<file path="src/core/status_irq_defines.svh">
`ifndef STATUS_IRQ_DEFINES_SVH
`define STATUS_IRQ_DEFINES_SVH

// Register offsets on the configuration port
`define OFS_EVENT_IRQ_EN     8'h4c
`define OFS_LATCHED_FLAGS    8'h50
`define OFS_MOMENTARY_STATUS 8'h51
`define OFS_CAL_STATUS       8'h53

// Field positions shared by enable, latched and momentary registers, plus the calibration register bit
`define POS_SYNTH_LOCK       5
`define POS_JITTER_LOCK      4
`define POS_REF              3
`define POS_HOLDOVER         2
`define POS_INPUT1           1
`define POS_INPUT0           0
`define POS_SELECTED_INPUT   6
`define POS_SYNTH_CAL        2

// Number of event sources and reset values
`define EVENT_COUNT          6
`define RST_IRQ_EN           6'h00
`define RST_EVENT_SEEN       6'h00
`define RST_READ_DATA        8'h00

// Depth of the input synchroniser
`define SYNC_STAGES          2

`endif

</file>
<file path="src/core/status_irq_pkg.sv">
package status_irq_pkg;
  // One bit per event source, ordered as in the register fields
  typedef logic [5:0] event_vec_t;
  // One register byte
  typedef logic [7:0] reg_byte_t;
endpackage

</file>
<file path="src/core/event_latch_bank.sv">
`include "status_irq_defines.svh"

module event_latch_bank
  import status_irq_pkg::*;
(
  input  wire logic       clk_in,
  input  wire logic       sys_rst_in,
  input  wire event_vec_t event_in,
  input  wire event_vec_t clear_in,
  output event_vec_t      seen_out
);
  event_vec_t seen_q;
  event_vec_t seen_d;

  // Sticky latches; an event in the clear cycle survives the clear
  genvar i;
  generate
    for (i = 0; i < `EVENT_COUNT; i++) begin : g_latch
      assign seen_d[i] = event_in[i] | (seen_q[i] & ~clear_in[i]);
    end
  endgenerate

  always_ff @(posedge clk_in or posedge sys_rst_in) begin
    if (sys_rst_in) begin
      seen_q <= `RST_EVENT_SEEN;
    end else begin
      seen_q <= seen_d;
    end
  end

  assign seen_out = seen_q;
endmodule // event_latch_bank

</file>
<file path="src/core/status_interrupt_bank.sv">
`include "status_irq_defines.svh"

// Operation
// - Synth lock-loss enable gates its latched interrupt
// - Jitter PLL lock-loss enable gates its interrupt
// - Per-input loss enables gate input loss interrupts
// - Reference-loss enable gates reference latch interrupt
// - Holdover enable gates holdover latch interrupt
// - All enables reset to zero, read/write
// - Synth lock latch reads zero after loss
// - Writing one clears synth latch and interrupt
// - Jitter PLL latch reads zero after loss
// - Write one clears jitter latch; zero ignored
// - Latched register holds ref, hold, inputs low
// - Momentary register shows selection and live states
// - Calibration register carries only bit two
// - Input latches read zero after loss, W1C
// - Reference latch reads zero after loss, W1C
// - Holdover latch reads zero after entry, W1C
// - Calibration bit one while calibration runs
module status_interrupt_bank
  import status_irq_pkg::*;
(
  input  wire logic      clk_in,
  input  wire logic      sys_rst_in,
  // Decoded register access from the serial configuration port
  input  wire logic [7:0] reg_addr_in,
  input  wire logic      reg_wr_in,
  input  wire logic      reg_rd_in,
  input  wire reg_byte_t reg_wdata_in,
  output reg_byte_t      reg_rdata_out,
  output logic           reg_rvalid_out,
  // Live detector levels; for the six event sources one means healthy
  input  wire logic      selected_input_now,
  input  wire logic      synth_lock_now,
  input  wire logic      jitter_pll_lock_now,
  input  wire logic      ref_present_now,
  input  wire logic      holdover_now,
  input  wire logic      input1_active_now,
  input  wire logic      input0_active_now,
  input  wire logic      synth_cal_active,
  // Active-low interrupt pin
  output logic           irq_out_low
);

  // Address match, used by both the read and write decode
  function automatic logic addr_is(input logic [7:0] addr, input logic [7:0] ofs);
    addr_is = (addr == ofs);
  endfunction

  logic [7:0] raw_status;
  logic [7:0] live_status;
  event_vec_t live_events;
  event_vec_t seen;
  event_vec_t irq_en_q;
  event_vec_t irq_en_d;
  event_vec_t clear_req;
  event_vec_t pending;
  reg_byte_t  latched_view;
  reg_byte_t  momentary_view;
  reg_byte_t  cal_view;
  reg_byte_t  rdata_d;
  reg_byte_t  rdata_q;
  logic       rvalid_q;
  logic       irq_low_q;
  logic       wr_enable_reg;
  logic       wr_latched_reg;
  logic       rd_enable_reg;
  logic       rd_latched_reg;
  logic       rd_momentary_reg;
  logic       rd_cal_reg;

  // Gather detector levels into one synchronised word
  assign raw_status = {synth_cal_active,
                       selected_input_now,
                       synth_lock_now,
                       jitter_pll_lock_now,
                       ref_present_now,
                       holdover_now,
                       input1_active_now,
                       input0_active_now};

  status_sync #(
    .WIDTH (8)
  ) u_sync (
    .clk_in     (clk_in),
    .sys_rst_in (sys_rst_in),
    .async_in   (raw_status),
    .sync_out   (live_status)
  );

  // Each of live bits 5:0 is low in its event state, so the event is its inverse
  assign live_events = ~live_status[5:0];

  // Address and strobe decode
  assign wr_enable_reg    = reg_wr_in & addr_is(reg_addr_in, `OFS_EVENT_IRQ_EN);
  assign wr_latched_reg   = reg_wr_in & addr_is(reg_addr_in, `OFS_LATCHED_FLAGS);
  assign rd_enable_reg    = addr_is(reg_addr_in, `OFS_EVENT_IRQ_EN);
  assign rd_latched_reg   = addr_is(reg_addr_in, `OFS_LATCHED_FLAGS);
  assign rd_momentary_reg = addr_is(reg_addr_in, `OFS_MOMENTARY_STATUS);
  assign rd_cal_reg       = addr_is(reg_addr_in, `OFS_CAL_STATUS);

  // Only ones clear; zeros in the write data leave latches alone
  assign clear_req = wr_latched_reg ? reg_wdata_in[5:0] : '0;

  event_latch_bank u_latches (
    .clk_in     (clk_in),
    .sys_rst_in (sys_rst_in),
    .event_in   (live_events),
    .clear_in   (clear_req),
    .seen_out   (seen)
  );

  // Enable register; reserved bits are not stored
  assign irq_en_d = wr_enable_reg ? reg_wdata_in[5:0] : irq_en_q;

  always_ff @(posedge clk_in or posedge sys_rst_in) begin
    if (sys_rst_in) begin
      irq_en_q <= `RST_IRQ_EN;
    end else begin
      irq_en_q <= irq_en_d;
    end
  end

  // Latched flags read zero once an event was seen
  assign latched_view = {2'b00, ~seen};

  // Momentary view: selected input on top, live levels below
  assign momentary_view = {1'b0, live_status[6:0]};

  // Calibration register holds one live bit, rest reserved zero
  assign cal_view = {5'b00000, live_status[7], 2'b00};

  // Read mux; unmapped addresses return zero
  always_comb begin
    if (rd_enable_reg) begin
      rdata_d = {2'b00, irq_en_q};
    end else if (rd_latched_reg) begin
      rdata_d = latched_view;
    end else if (rd_momentary_reg) begin
      rdata_d = momentary_view;
    end else if (rd_cal_reg) begin
      rdata_d = cal_view;
    end else begin
      rdata_d = `RST_READ_DATA;
    end
  end

  // Read data held until the next read
  always_ff @(posedge clk_in or posedge sys_rst_in) begin
    if (sys_rst_in) begin
      rdata_q  <= `RST_READ_DATA;
      rvalid_q <= 1'b0;
    end else begin
      rvalid_q <= reg_rd_in;
      if (reg_rd_in) begin
        rdata_q <= rdata_d;
      end
    end
  end

  // Each source gated by its own enable
  assign pending[`POS_SYNTH_LOCK]  = seen[`POS_SYNTH_LOCK]  & irq_en_q[`POS_SYNTH_LOCK];
  assign pending[`POS_JITTER_LOCK] = seen[`POS_JITTER_LOCK] & irq_en_q[`POS_JITTER_LOCK];
  assign pending[`POS_REF]         = seen[`POS_REF]         & irq_en_q[`POS_REF];
  assign pending[`POS_HOLDOVER]    = seen[`POS_HOLDOVER]    & irq_en_q[`POS_HOLDOVER];
  assign pending[`POS_INPUT1]      = seen[`POS_INPUT1]      & irq_en_q[`POS_INPUT1];
  assign pending[`POS_INPUT0]      = seen[`POS_INPUT0]      & irq_en_q[`POS_INPUT0];

  // Registered pin so it never glitches while latches change
  always_ff @(posedge clk_in or posedge sys_rst_in) begin
    if (sys_rst_in) begin
      irq_low_q <= 1'b1;
    end else begin
      irq_low_q <= ~(|pending);
    end
  end

  assign reg_rdata_out  = rdata_q;
  assign reg_rvalid_out = rvalid_q;
  assign irq_out_low    = irq_low_q;
endmodule // status_interrupt_bank

</file>
<file path="src/core/status_sync.sv">
`include "status_irq_defines.svh"

module status_sync #(
  parameter int WIDTH = 8
) (
  input  wire logic             clk_in,
  input  wire logic             sys_rst_in,
  input  wire logic [WIDTH-1:0] async_in,
  output logic      [WIDTH-1:0] sync_out
);
  logic [WIDTH-1:0] meta_q;
  logic [WIDTH-1:0] sync_q;

  // Detector levels come from analog monitors, so two flops before use
  always_ff @(posedge clk_in or posedge sys_rst_in) begin
    if (sys_rst_in) begin
      meta_q <= '0;
      sync_q <= '0;
    end else begin
      meta_q <= async_in;
      sync_q <= meta_q;
    end
  end

  assign sync_out = sync_q;
endmodule // status_sync

</file>
<file path="config.mk">
export PLATFORM = sky130hd
export DESIGN_NAME = status_interrupt_bank
export DESIGN_NICKNAME = d
export VERILOG_FILES = /design/src/core/status_irq_pkg.sv /design/src/core/event_latch_bank.sv /design/src/core/status_interrupt_bank.sv /design/src/core/status_sync.sv
export VERILOG_INCLUDE_DIRS = /design/src /design/src/core
export SDC_FILE = /design/constraint.sdc
export NUM_CORES = 1
export LEC_CHECK = 0
export BUFFER_PORTS_ARGS = -buffer_cell sky130_fd_sc_hd__buf_2
export CAP_MARGIN = 20
export CORE_ASPECT_RATIO = 1.4
export CORE_MARGIN = 10
export CORE_UTILIZATION = 45
export CTS_BUF_LIST = sky130_fd_sc_hd__clkbuf_8
export CTS_CLUSTER_SIZE = 30
export DETAILED_ROUTE_END_ITERATION = 10
export GPL_TIMING_DRIVEN = 1
export PLACE_DENSITY = 0.66
export REMOVE_ABC_BUFFERS = 1
export SYNTH_ARGS = -nofsm -noshare
export SYNTH_HDL_FRONTEND = slang
export SYNTH_SLANG_ARGS = --single-unit
</file>
<file path="constraint.sdc">
create_clock -name clk_in -period 2.45 [get_ports clk_in]
set_input_delay 0.1225 -clock clk_in [delete_from_list [all_inputs] [get_ports clk_in]]
set_output_delay 0.1225 -clock clk_in [all_outputs]
set_load 0.005 [all_outputs]
</file>
==> results.md <==
- Once layout is complete, the cells apart from fillers number 204.
- Total power for the finished layout comes to 1.288 mW.
- The achievable frequency is 798.1 MHz.
- The met2 track demand over resource in global routing is 0.1893.
- The number of clock sinks is 37.
- The largest net degree at the start of global routing is 38.
- Setup repair after global routing left no endpoint under its margin.
- The highest fanout seen on the critical path is 9.
- The detailed-route via count is ~1000.
- Setup slack on the worst reg-to-reg path comes out at approximately 1400 ps.
- Counting tap cells, the placed design contains a total of 187 instances.
- The share of the cycle needed by the critical path after routing is 0.5114.
- The critical path start-end classification is in2reg.
- The CTS buffer count is 5.
- The worst slack after detailed placement is 880.8 ps.
- The post-synthesis compound-gate area fraction is 0.1442.
- The cell depth of the worst flop-to-flop path is 3.
- Of the total synthesized cell area, the portion taken by full adders, half adders and majority gates is 0.
- During synthesis, Yosys emitted a total of 0 warnings.
- STA classifies the critical path startpoint as an input pin.
- The number of flip-flops and latches in the synthesized netlist is 37.
- For this block, the initial DRC count from the detailed router was 29.
- The number of iterations in the first detailed-routing pass is 4.
- The area added between synthesis and finish is 27.64%.
- sky130_fd_sc_hd__dfrtp_1 takes more of the synthesized area than any other cell.
- The final layout contains 192 nets.
- The global-route wire length before repair is 5181 um.
- The die extent in x is 68.10 um.
- The worst-case clock skew is a little over 6 ps.
- The total number of placement rows is 24.
- The fraction of the yosys area taken by sequential cells is 0.6361.
- The total negative slack for setup checks is 0 ps.
- The via density per instance is 5.127.
- The average detailed-routed wire length per instance is ~15 um.
- Data arrives at the worst endpoint at about 1400 ps.
- The netlist uses 32 different library cells.
- The cell count of the worst hold path is 2.
- Hold timing on the final database bottoms out at a slack of 78.01 ps.
- In this run the most used layer during global routing was met2.
- The clock tree synthesis step divided the H-tree into 2 levels.
- The final critical delay including setup and external delays is 1253 ps.
- The origin of the critical flop-to-flop path is irq_en_q[2]$_DFFE_PP0P_.
- Synthesis produced a netlist whose cell count is approximately 120.
- The final hold violation count is 0.
- The portion of synthesized area spent on multiplexers is 0.04635.
- The post-synthesis average cell area is around 12 um^2.
- The worst pin sits at a relative slew slack of 0.6204.
- STA classifies the critical path endpoint as a flip-flop.
- 38 I/O pins were placed.
- The TritonCTS clock tree is done.
- The number of buffers on the longest clock path is 2.
- The endpoint identified for the worst register-to-register timing path is irq_out_low$_DFF_PP1_.
- Yosys attributes the largest share of cell area to sky130_fd_sc_hd__dfrtp_1, sky130_fd_sc_hd__mux2_2, sky130_fd_sc_hd__a21bo_2.
- For this configuration, the core starts out at a cell density of 0.4667.
- The end point of the worst hold path is irq_en_q[3]$_DFFE_PP0P_.
- After detailed routing, the number of remaining DRC violations is 0.
- The area of the mapped netlist is 0.001458 mm^2.
- The most common library cell in the layout ignoring fill and taps is sky130_fd_sc_hd__dfrtp_1.
- The path class of the tightest hold or removal check is in2reg.
- The worst hold path begins at reg_wdata_in[3].
- The max-slew violation total from the final report is 0.
- The cell at the root of the clock tree is sky130_fd_sc_hd__clkbuf_8.
- For the worst setup path, the data required time is 2620 ps.
- The library cells used most frequently in the layout, excluding fill and tap cells, are sky130_fd_sc_hd__dfrtp_1, sky130_fd_sc_hd__buf_2, sky130_fd_sc_hd__nand2_1.
- Power spread over the standard cell area amounts to 692.0 mW/mm^2.
- Of the post-synthesis cell area, the dominant cell type holds 0.6180.
- The post-layout instance area is approximately 0.0019 mm^2.
- In this run the standard cell core region covers 0.003123 mm^2.
- The repair_antennas step left the layout with diodes totalling 0.
- The simple-gate share of the synthesized area is 0.1425.
- The global-route met3 utilization is 0.05799.
- The number of antenna violations at the first check in global routing is 0.
- The cell leakage power is between 0.8 and 0.9 nW.
- The overflow left after global routing is 0.
- By area, the combinational part of the netlist is dominated by compound AO/OA/AOI/OAI gates.
- In the global route stage, overall resource usage came out at 0.1138.
- The clock-pin slew on the worst setup and hold paths is 70 ps.
- The detailed placer's ending HPWL is between 2000 and 2500 um.
- The measured slew at the worst slew-check pin is 561.5 ps.
- The final setup violation count is 0.
- Once the clock tree was built, the resizer swapped 0 gates to a different size.
- Wires add up to 3011 um.
- The via count of the first global-routing pass is 1115.
- The overall die height is 87.34 um.
- The met1 track utilization from global routing is 0.1178.
- The xor-xnor portion of the synthesized cell area is 0.
- The run finished with clean final reports.
- The tool flagged a number of max-cap violations equal to 0.
- Of the cells placed in the final design, the portion with a size suffix greater than 1 is 0.3515.
- Routability-driven placement finished with a final weighted congestion of 0.8400.
- The area of placed instances is 0.001654 mm^2.
- The final setup slack of the worst path is 1197 ps.
- At the end of the flow the core is filled with cells to 0.5958.
- The clock insertion delay at the later pin of the skew report is ~290 ps.
- The post-detailed-route count of antenna-violating nets is 0.
- In this run the tool buffered the top-level ports with 34 buffer cells.
- The die covers 0.005948 mm^2.
- The worst voltage drop across the vdd grid is 0.6317 mV.
==> cells in the mapped netlist (all sizes together) <==
cell type / number
a221oi: 1
nand3b: 1
nand4: 1
o21a: 1
and4bb: 1
conb: 1
dfrtp: 36
a21boi: 1
or4b: 1
o22ai: 6
clkbuf: 2
and3: 2
a21oi: 1
o21ai: 6
a21bo: 6
a22oi: 2
mux2: 6
nand2b: 5
inv: 3
a31oi: 5
nor4b: 2
nor3b: 1
nand2: 13
a211oi: 1
nand3: 2
dfstp: 1
nor3: 1
nor2: 6
buf: 4
==> repair_timing <==
item                       4_1_cts  5_1_grt
hold buffers                     9        0
buffers inserted                 0        0
hold endpoints to repair        44        0
setup endpoints to repair        0        0
==> cell type report <==
class | instances | area [um^2]
tap | 39 | 48.80
timing repair buffer | 44 | 267.8
clock inverter | 2 | 33.78
clock buffer | 6 | 82.58
fill | 264 | 1262
multi-input combinational | 73 | 489.2
inverter | 3 | 11.26
sequential | 37 | 927.1
==> where the power goes <==
group          total, mW  leakage (nW)  internal [mW]  switching (mW)
sequential         0.654         0.434          0.642          0.0118
clock              0.533        0.0626          0.327           0.206
combinational      0.101         0.332         0.0530          0.0480
total               1.29         0.829           1.02           0.265
==> sequential cells by signal, summed over array words and instances (netlist names) <==
signal and cells:
u_sync.meta_q 8, u_sync.sync_out 8, reg_rdata_out 7, irq_en_q 6
u_latches.seen_out 6, irq_out_low 1, reg_rvalid_out 1
==> metal layers <==
layer  vias to the layer above  part of all wire
li1                        509                 -
met1                       503              0.36
met2                        30              0.54
met3                         4             0.092
met4                         0             0.010
met5                         -                 0
==> critical path, cell delays in order <==
cell and delay [ps]:
sky130_fd_sc_hd__buf_2 140, sky130_fd_sc_hd__nor4b_4 440, sky130_fd_sc_hd__nand3_1 350, sky130_fd_sc_hd__mux2_2 370
==> cells by family (layout without fill, tap and decap cells) <==
group,after synthesis,in the layout
mux,6,6
compound gates,30,30
simple gates,36,36
buf+inv,9,55
other cells,1,1
flops,37,37
==> worst max path at each step <==
stage	startpoint	end	slack, ps	cells past startpoint
global placement	reg_addr_in[7]	irq_en_q[2]$_DFFE_PP0P_	920	4
detailed placement	reg_addr_in[7]	irq_en_q[5]$_DFFE_PP0P_	880	4
global route	reg_addr_in[5]	reg_rdata_out[5]$_DFFE_PP0P_	1000	5
CTS	reg_addr_in[5]	reg_rdata_out[5]$_DFFE_PP0P_	1180	5
finish	reg_addr_in[1]	irq_en_q[5]$_DFFE_PP0P_	1200	4
floorplan	reg_addr_in[5]	u_latches.seen_out[0]$_DFF_PP0_	1250	4
(Power assumes the default switching activity.)
